## src/rtl/servo_cfg_pkg.sv

```systemverilog
`default_nettype none
package servo_cfg_pkg;

  // register port geometry
  localparam int AW = 4;
  localparam int DW = 16;

  // register word addresses
  localparam logic [AW-1:0] A_PFS = 4'h0;     // stored primary switch
  localparam logic [AW-1:0] A_SFS = 4'h1;     // stored secondary switch
  localparam logic [AW-1:0] A_PPR = 4'h2;     // stored pulses per rev
  localparam logic [AW-1:0] A_MOFF = 4'h3;    // manual reference offset
  localparam logic [AW-1:0] A_CTRL = 4'h4;    // offset control
  localparam logic [AW-1:0] A_STAT = 4'h5;    // running status
  localparam logic [AW-1:0] A_RPFS = 4'h6;    // running primary switch
  localparam logic [AW-1:0] A_RSFS = 4'h7;    // running secondary switch
  localparam logic [AW-1:0] A_RPPR = 4'h8;    // running pulses per rev
  localparam logic [AW-1:0] A_AOFF = 4'h9;    // captured automatic offset

  // switch field positions
  localparam int PFS_STOP_BIT = 6;   // 0 short-circuit brake, 1 coast
  localparam int PFS_HOLD_BIT = 7;   // 1 keep brake after stop
  localparam int SFS_MOTOR_BIT = 8;  // 0 standard, 1 flat motor
  localparam int SFS_ENC_BIT = 9;    // 0 incremental, 1 absolute

  // control register fields
  localparam int CTRL_AUTO_SEL = 0;  // 1 applies the automatic offset
  localparam int CTRL_NULL_GO = 1;   // write 1: capture offset now
  localparam int CTRL_RESTORE = 2;   // write 1: load pulses preset

  // reset and preset values
  localparam logic [DW-1:0] PFS_RST = 16'h0080;
  localparam logic [DW-1:0] SFS_RST = 16'h0000;
  localparam logic [DW-1:0] PPR_INC = 16'h0800;   // 2048 pulses
  localparam logic [DW-1:0] PPR_ABS = 16'h0400;   // 1024 pulses
  // validity mark of the retained store; value is arbitrary
  localparam logic [DW-1:0] NV_MARK = 16'h5a3c;

  // retained store layout
  localparam int NV_WORDS = 4;
  localparam int NV_IW = 2;
  localparam logic [NV_IW-1:0] NV_IX_PFS = 2'h0;
  localparam logic [NV_IW-1:0] NV_IX_SFS = 2'h1;
  localparam logic [NV_IW-1:0] NV_IX_PPR = 2'h2;
  localparam logic [NV_IW-1:0] NV_IX_MARK = 2'h3;
  localparam logic [2:0] BOOT_LAST = 3'h4;   // step that checks the mark

  // one set of configuration words
  typedef struct packed {
    logic [DW-1:0] pfs;
    logic [DW-1:0] sfs;
    logic [DW-1:0] ppr;
  } cfg_s;

  // servo-off sources coming from pins
  typedef struct packed {
    logic servo_on;
    logic power_ok;
  } pins_s;

  // stop sequencer states
  typedef enum logic [2:0] {
    SS_OFF,
    SS_RUN,
    SS_BRAKE,
    SS_COAST,
    SS_HOLD
  } stop_e;

endpackage
`default_nettype wire

```

## src/rtl/cfg_store.sv

```systemverilog
`default_nettype none
// retained user-constant store: survives the power-on reset on purpose,
// so it carries no reset at all; read data come out of a register
module cfg_store
  import servo_cfg_pkg::*;
#(
  parameter int WORDS = NV_WORDS
) (
  input wire logic clk_i,
  input wire logic we_i,
  input wire logic [NV_IW-1:0] widx_i,
  input wire logic [DW-1:0] wdata_i,
  input wire logic mark_i,
  input wire logic [NV_IW-1:0] ridx_i,
  output logic [DW-1:0] rdata_o
);

  // whole state of the store
  typedef struct packed {
    logic [WORDS-1:0][DW-1:0] mem;   // retained words
    logic [DW-1:0] rdata;            // registered read word
  } store_s;

  store_s st_r;
  store_s st_nxt;

  // write, mark and read for the coming edge
  always_comb begin
    st_nxt = st_r;
    if (we_i) begin
      st_nxt.mem[widx_i] = wdata_i;
    end
    // mark says at least one stored word was written
    if (mark_i) begin
      st_nxt.mem[NV_IX_MARK] = NV_MARK;
    end
    st_nxt.rdata = st_r.mem[ridx_i];
  end

  // no reset: contents must outlive a power cycle
  always_ff @(posedge clk_i) begin
    st_r <= st_nxt;
  end

  assign rdata_o = st_r.rdata;

endmodule
`default_nettype wire

```

## src/rtl/servo_cfg_stop.sv

```systemverilog
// Function
// - secondary bit 9 picks encoder, default incremental
// - incremental encoder uses 2048 pulses per rev
// - absolute encoder uses 1024 pulses per rev
// - switch changes apply only after power cycle
// - pulses constant change applies after power cycle
// - secondary bit 8 picks standard or flat motor
// - servo-off on enable low, alarm, power loss
// - primary bit 6 picks short brake or coast
// - hold bit 0 releases brake after stop
// - hold bit 1 keeps brake after stop
// - hold bit defaults to one
// - hold bit ignored in coast mode
// - offset nulled automatically or set manually
// - short brake shorts windings for sudden stop
//
// Strobed register access and the placing of the registers were left to the implementer.
`default_nettype none
module servo_cfg_stop
  import servo_cfg_pkg::*;
(
  input wire logic clk_i,
  input wire logic rst_n_i,
  input wire logic [AW-1:0] addr_i,
  input wire logic [DW-1:0] wdata_i,
  input wire logic wr_i,
  input wire logic rd_i,
  output logic [DW-1:0] rdata_o,
  input wire logic servo_on_i,
  input wire logic main_power_i,
  input wire logic alarm_i,
  input wire logic motor_stopped_i,
  input wire logic [DW-1:0] ref_i,
  output logic [DW-1:0] corr_ref_o,
  output logic motor_power_o,
  output logic short_brake_o,
  output logic servo_off_o,
  output logic enc_abs_o,
  output logic motor_flat_o,
  output logic [DW-1:0] ppr_o,
  output logic cfg_ready_o
);

  // whole state of the block
  typedef struct packed {
    pins_s s1;               // first synchroniser stage
    pins_s s2;               // second synchroniser stage
    logic [2:0] bidx;        // power-up load step
    logic boot_done;         // running set has been latched
    cfg_s tmp;               // words gathered during the load
    cfg_s shadow;            // stored set as software sees it
    cfg_s run;               // set latched at power-up
    logic [DW-1:0] man_off;  // manual offset
    logic [DW-1:0] auto_off; // captured automatic offset
    logic auto_sel;          // applies the automatic offset
    logic [DW-1:0] rdata;    // read word, valid one cycle
    logic [DW-1:0] corr;     // corrected speed reference
    stop_e stop;             // stop sequencer
    logic power;             // motor power stage enabled
    logic brake;             // windings shorted
    logic off;               // servo-off status
  } state_s;

  state_s st_r;
  state_s st_nxt;

  // store access lines; all but nv_rdata driven from the same comb process
  logic nv_we;
  logic [NV_IW-1:0] nv_widx;
  logic [DW-1:0] nv_wdata;
  logic nv_mark;
  logic [DW-1:0] nv_rdata;
  logic off_req;
  logic [DW-1:0] preset;

  cfg_store #(
    .WORDS(NV_WORDS)
  ) u_store (
    .clk_i(clk_i),
    .we_i(nv_we),
    .widx_i(nv_widx),
    .wdata_i(nv_wdata),
    .mark_i(nv_mark),
    .ridx_i(st_r.bidx[NV_IW-1:0]),
    .rdata_o(nv_rdata)
  );

  // next state: sync, power-up load, bus, offset, stop sequencer
  always_comb begin
    st_nxt = st_r;
    nv_we = 1'b0;
    nv_widx = NV_IX_PFS;
    nv_wdata = wdata_i;
    nv_mark = 1'b0;
    // preset follows the stored encoder choice
    preset = st_r.shadow.sfs[SFS_ENC_BIT] ? PPR_ABS : PPR_INC;

    // enable and power pins pass two flops before anything reads them; alarm_i is read directly
    st_nxt.s1.servo_on = servo_on_i;
    st_nxt.s1.power_ok = main_power_i;
    st_nxt.s2 = st_r.s1;

    // power-up load: store words arrive one cycle after their index
    if (!st_r.boot_done) begin
      st_nxt.bidx = st_r.bidx + 3'h1;
      case (st_r.bidx)
        3'h1: st_nxt.tmp.pfs = nv_rdata;
        3'h2: st_nxt.tmp.sfs = nv_rdata;
        3'h3: st_nxt.tmp.ppr = nv_rdata;
        BOOT_LAST: begin
          st_nxt.boot_done = 1'b1;
          // an unwritten store falls back to the factory set
          if (nv_rdata == NV_MARK) begin
            st_nxt.run = st_r.tmp;
            st_nxt.shadow = st_r.tmp;
          end
        end
        default: ;
      endcase
    end

    // read data stand only in the cycle after the strobe
    st_nxt.rdata = '0;
    if (rd_i) begin
      unique case (addr_i)
        A_PFS: st_nxt.rdata = st_r.shadow.pfs;
        A_SFS: st_nxt.rdata = st_r.shadow.sfs;
        A_PPR: st_nxt.rdata = st_r.shadow.ppr;
        A_MOFF: st_nxt.rdata = st_r.man_off;
        A_CTRL: st_nxt.rdata = {15'h0000, st_r.auto_sel};
        A_STAT: st_nxt.rdata = {4'h0, st_r.boot_done, st_r.off,
                                st_r.brake, st_r.power, 3'(st_r.stop),
                                1'b0, st_r.run.sfs[SFS_ENC_BIT],
                                st_r.run.sfs[SFS_MOTOR_BIT], 2'h0};
        A_RPFS: st_nxt.rdata = st_r.run.pfs;
        A_RSFS: st_nxt.rdata = st_r.run.sfs;
        A_RPPR: st_nxt.rdata = st_r.run.ppr;
        A_AOFF: st_nxt.rdata = st_r.auto_off;
        default: st_nxt.rdata = '0;
      endcase
    end

    // writes to the stored words land in the store and the shadow, never the running set
    if (wr_i) begin
      unique case (addr_i)
        A_PFS: begin
          st_nxt.shadow.pfs = wdata_i;
          nv_we = 1'b1;
          nv_widx = NV_IX_PFS;
          nv_mark = 1'b1;
        end
        A_SFS: begin
          st_nxt.shadow.sfs = wdata_i;
          nv_we = 1'b1;
          nv_widx = NV_IX_SFS;
          nv_mark = 1'b1;
        end
        A_PPR: begin
          st_nxt.shadow.ppr = wdata_i;
          nv_we = 1'b1;
          nv_widx = NV_IX_PPR;
          nv_mark = 1'b1;
        end
        A_MOFF: st_nxt.man_off = wdata_i;
        A_CTRL: begin
          st_nxt.auto_sel = wdata_i[CTRL_AUTO_SEL];
          // capture the present reference as its own offset
          if (wdata_i[CTRL_NULL_GO]) begin
            st_nxt.auto_off = ref_i;
          end
          if (wdata_i[CTRL_RESTORE]) begin
            st_nxt.shadow.ppr = preset;
            nv_we = 1'b1;
            nv_widx = NV_IX_PPR;
            nv_wdata = preset;
            nv_mark = 1'b1;
          end
        end
        default: ;
      endcase
    end

    // automatic nulling brings a steady reference to zero
    st_nxt.corr = ref_i - (st_r.auto_sel ? st_r.auto_off
                                         : st_r.man_off);

    // any cause requests the same servo-off sequence
    off_req = !st_r.s2.servo_on || alarm_i || !st_r.s2.power_ok;
    unique case (st_r.stop)
      SS_OFF: begin
        if (st_r.boot_done && !off_req) begin
          st_nxt.stop = SS_RUN;
        end
      end
      SS_RUN: begin
        if (off_req) begin
          st_nxt.stop = st_r.run.pfs[PFS_STOP_BIT] ? SS_COAST
                                                   : SS_BRAKE;
        end
      end
      SS_BRAKE: begin
        // hold bit counts only after a short-circuit stop
        if (motor_stopped_i) begin
          st_nxt.stop = st_r.run.pfs[PFS_HOLD_BIT] ? SS_HOLD
                                                   : SS_OFF;
        end
      end
      SS_COAST: begin
        if (motor_stopped_i) begin
          st_nxt.stop = SS_OFF;
        end
      end
      SS_HOLD: begin
        if (!off_req) begin
          st_nxt.stop = SS_RUN;
        end
      end
    endcase
    // outputs follow the state on the same edge
    st_nxt.power = (st_nxt.stop == SS_RUN);
    st_nxt.brake = (st_nxt.stop == SS_BRAKE) ||
                   (st_nxt.stop == SS_HOLD);
    st_nxt.off = (st_nxt.stop != SS_RUN);
  end

  // single register of the block; factory set at reset
  always_ff @(posedge clk_i or negedge rst_n_i) begin
    if (!rst_n_i) begin
      st_r <= '0;
      st_r.tmp.pfs <= PFS_RST;
      st_r.tmp.sfs <= SFS_RST;
      st_r.tmp.ppr <= PPR_INC;
      st_r.shadow.pfs <= PFS_RST;
      st_r.shadow.sfs <= SFS_RST;
      st_r.shadow.ppr <= PPR_INC;
      st_r.run.pfs <= PFS_RST;
      st_r.run.sfs <= SFS_RST;
      st_r.run.ppr <= PPR_INC;
      st_r.stop <= SS_OFF;
      st_r.off <= 1'b1;
    end else begin
      st_r <= st_nxt;
    end
  end

  // every output is a flop of the state
  assign rdata_o = st_r.rdata;
  assign corr_ref_o = st_r.corr;
  assign motor_power_o = st_r.power;
  assign short_brake_o = st_r.brake;
  assign servo_off_o = st_r.off;
  assign enc_abs_o = st_r.run.sfs[SFS_ENC_BIT];
  assign motor_flat_o = st_r.run.sfs[SFS_MOTOR_BIT];
  assign ppr_o = st_r.run.ppr;
  assign cfg_ready_o = st_r.boot_done;
endmodule
`default_nettype wire

```

## config.mk

```make
export PLATFORM = sky130hd
export DESIGN_NAME = servo_cfg_stop
export DESIGN_NICKNAME = d
export VERILOG_FILES = /design/src/rtl/servo_cfg_pkg.sv /design/src/rtl/cfg_store.sv /design/src/rtl/servo_cfg_stop.sv
export SDC_FILE = /design/constraint.sdc
export NUM_CORES = 1
export LEC_CHECK = 0
export BUFFER_PORTS_ARGS = -buffer_cell sky130_fd_sc_hd__buf_2
export CAP_MARGIN = 20
export CELL_PAD_IN_SITES_DETAIL_PLACEMENT = 0
export CELL_PAD_IN_SITES_GLOBAL_PLACEMENT = 1
export CORE_MARGIN = 10
export CORE_UTILIZATION = 33
export CTS_BUF_LIST = sky130_fd_sc_hd__clkbuf_8
export DETAILED_ROUTE_END_ITERATION = 10
export PLACE_DENSITY_LB_ADDON = 0.08
export SLEW_MARGIN = 20
export SYNTH_ARGS = -nofsm -noshare
export SYNTH_HDL_FRONTEND = slang
export SYNTH_SLANG_ARGS = --single-unit
```

## constraint.sdc

```tcl
create_clock -name clk_i -period 3.9 [get_ports clk_i]
set_input_delay 0.39 -clock clk_i [delete_from_list [all_inputs] [get_ports clk_i]]
set_output_delay 0.39 -clock clk_i [all_outputs]
set_load 0.01 [all_outputs]
```

==> results by group <==
Logic synthesis
  • Post-Syn Nets: 1,124
  • EDFF count, synth: 48
  • Post-synthesis adder-cell area fraction: 2.00%
  • Largest family of logic cells by synthesized area: multiplexers
  • Xor/xnor share of the synthesized area: 0.712%
  • Syn Inst Count: 1,059
  • Post-synthesis cell type count: 63
  • Post-synthesis area per instance: 12.8 um^2
  • Synth Area in Compound Gates: 9.12%
  • Synth async-reset ratio: 73.6%
  • Mux contribution to synthesized area: 18.5%
  • Primary FF master, synth: dfrtp_1
  • Sequential-to-total area share from yosys stat: 56.7%
  • Simple-Gate Fraction of Synth Area: 7.71%
  • Synthesized area: 0.0135 mm^2
  • Synthesis Warnings: 0
  • Synthesized flop and latch total: 303

Global routing
  • Initial antenna violation count: 2
  • Vias in the first global route: 9,156
  • Busiest grt layer: met2
  • Pin count of the biggest net entering global routing: 109
  • First-pass GRT wire length: 61,800 um
  • Grt ovf: 0
  • Met3 GRT Util: 2.84%
  • GRT Overall Usage: 16.4%
  • Met2 usage: 25.3%
  • Global-route met1 utilization: 22.9%

Critical path
  • Arrival time worst endpoint: 3340 ps
  • WP data required: 4410 ps
  • CP startpoint kind: flop
  • Slowest cell on crit path: a31oi_1
  • Critical path's largest stage delay: 460 ps
  • Nature of the critical path endpoint: flop
  • CP Class: flop to flop
  • Peak fanout along the critical path: 15
  • Worst-path cell chain: buf_4, mux2i_1, ha_1, a21oi_1, o22ai_1, a31oi_1, o21ai_0, xnor2_1

Final layout
  • Total Nets Final: 1,215
  • Fill cells: 3,992
  • Layout area overhead: 15.2%
  • Layout cell share with drive strength beyond 1: 31.2%
  • Antenna Cells: 0
  • Final instance area: 0.0156 mm^2

Clocking
  • Clk slew on worst S/H paths: 60 ps
  • CTS tree: done
  • Clock buffer depth: 3
  • CTS buffer count: 55
  • # hold bufs at CTS: 17
  • Post-CTS setup buffer count: 0
  • Clk sink count: 303
  • Clock latency on the worst-skew pair: 640 ps
  • Post-CTS sizing: 0
  • H-tree level count: 2
  • CTS Root Cell: clkbuf_8

Timing
  • Final setup fails: 0
  • Clock period minus worst slack: 2830 ps
  • Slew margin rel.: 33.6%
  • Final TNS setup: 0 ps
  • Worst Skew: 37.9 ps
  • Max Slew Vio Count: 0
  • Max Fclk: 354 MHz
  • Fin crit share: 72.5%
  • Hold slack: 56.6 ps
  • Final Hold Fails: 0
  • Worst slew pin tran: 989 ps
  • Final WS setup: 1070 ps
  • RSZ-0062 raised after global routing: no

Power
  • PwrDens: 503 mW/mm^2
  • Leakage: 6.58 nW
  • Max VDD drop: 203 uV

Floorplanning
  • Die area: 0.0495 mm^2
  • FP Rows: 74
  • Core area: 0.0407 mm^2
  • Die Span X: 223 um
  • Die Ht: 223 um
  • # IOs: 98
  • Initial Util: 33.2%

Routing
  • DR pass1 iterations: 7
  • Routed vias/inst: 5.06
  • Final ANT Viol Nets: 0
  • Initial DRC Count: 582
  • DRC errors left: 0
  • Drt total wl: 41,000 um
  • Avg WL per Cell: 23.8 um
  • Vias: 8,725

Status
  • Status: completed

Place
  • DP Worst Slack: 954 ps
  • Detail Placement HPWL: 28,400 um
  • Post-DP Area: 0.0144 mm^2
  • GP Congestion: 0.815
  • IO buf count: 97

Flow run
  • Max-cap violations: 0

Min path
  • Hold Crit Class: input port to flop
## worst max-delay path: cells and delay by family, from the launching register on
kind                       cells  cell delay [ps]
muxes                          1              250
AOI/OAI and AO/OA              4             1130
xor gates and xnor gates       1              200
DFF                            1              420
buffers and inverters          1              320
adders and majority gates      1              360
## power breakdown
group	leakage, nW	internal, mW	total, mW	switching [mW]
logic	2.47	0.515	1.19	0.674
registers	3.48	3.53	3.76	0.222
clock network	0.631	1.53	2.90	1.37
total	6.58	5.58	7.85	2.27
## per-stage QoR
stage | cells | power, mW | utilization, %
6_report | 1726 | 7.85 | 38.3
5_1_grt | 1726 | 8.27 | 38.3
4_1_cts | 1726 | 7.98 | 38.3
3_5_place_dp | 1608 | 5.00 | 35.3
3_3_place_gp | 1608 | 5.00 | 35.3
2_1_floorplan | 1059 | 4.62 | -
## final timing paths
kind                                        from  slack (ps)                  endpoint  cells after the start
max                         st_r[38]$_DFFE_PN0P_        1070  corr_ref_o[15]$_DFF_PN0_                      8
min                                     ref_i[0]          60      st_r[39]$_DFFE_PN0P_                      3
max reg2reg                 st_r[38]$_DFFE_PN0P_        1070  corr_ref_o[15]$_DFF_PN0_                      8
min reg2reg                st_nxt[219]$_DFF_PN0_         350       st_r[219]$_DFF_PN0_                      0
max in group asynchronous                rst_n_i        2580     rdata_o[11]$_DFF_PN0_                      3
min in group asynchronous                rst_n_i         420   corr_ref_o[2]$_DFF_PN0_                      2
## synthesized netlist by cell type, drive strengths merged (19+ instances only)
cell	instances	share of area (%)
mux2i	66	4.9
mux2	132	11
nand2	85	2.4
and2	28	1.3
buf	79	4.0
ha	20	1.8
clkbuf	32	0.91
dfrtp	216	40
dfxtp	32	4.7
edfxtp	48	11
a22oi	27	1.5
a21oi	19	0.70
a221oi	19	1.2
o21ai	66	2.4
## state kept, by name, summed over array words and instances (netlist names)
name and count:
ppr_o 16, servo_off_o 1, u_store.st_r 64, corr_ref_o 16
st_r 167, motor_power_o 1, short_brake_o 1, rdata_o 16
enc_abs_o 1, cfg_ready_o 1, motor_flat_o 1, u_store.rdata_o 16
st_nxt 2
## final cells by class
cell class | instances | area, um^2 | area share, %
multi-input combinational | 632 | 5180 | 33.2
sequential | 303 | 7670 | 49.2
clock buffer | 66 | 908 | 5.82
timing repair buffer | 145 | 973 | 6.24
tap | 532 | 666 | 4.27
inverter | 13 | 48.8 | 0.313
clock inverter | 35 | 159 | 1.02
## cell usage in the layout (no fill, tap or decap), types with 8 or more instances in the layout
master	netlist	routed
nor2_1	17	17
and2_1	26	26
a22o_1	13	13
mux4_2	16	16
dfxtp_1	32	32
a31oi_1	17	17
mux2_2	132	132
o21ai_0	26	25
mux2i_1	66	66
clkinv_2	0	9
nand2_1	85	85
nand2b_1	16	16
dlygate4sd3_1	0	17
buf_4	50	25
ha_1	20	20
clkbuf_8	0	66
dfrtp_1	216	216
edfxtp_1	48	48
a22oi_1	27	27
a21oi_1	19	19
o21ai_1	40	40
inv_1	13	35
buf_2	25	96
nand3_1	8	8
a221oi_1	19	19
nor3_1	11	10
xnor2_1	9	9
## logic make-up (layout without fill, tap and decap cells)
family	after synthesis	in the layout
compound gates	188	188
mux	214	214
xor+xnor	11	11
buf+inv	124	259
flops	303	303
fa+ha+maj	21	21
simple gates	198	198
## per-layer routing
| metal | wire length, um | part of all wire [%] |
|---|---|---|
| met1 | 20100 | 49 |
| met2 | 18300 | 45 |
| met3 | 1700 | 4.1 |
| met4 | 855 | 2.1 |
| met5 | 20 | 0.049 |
(Power assumes the default switching activity.)
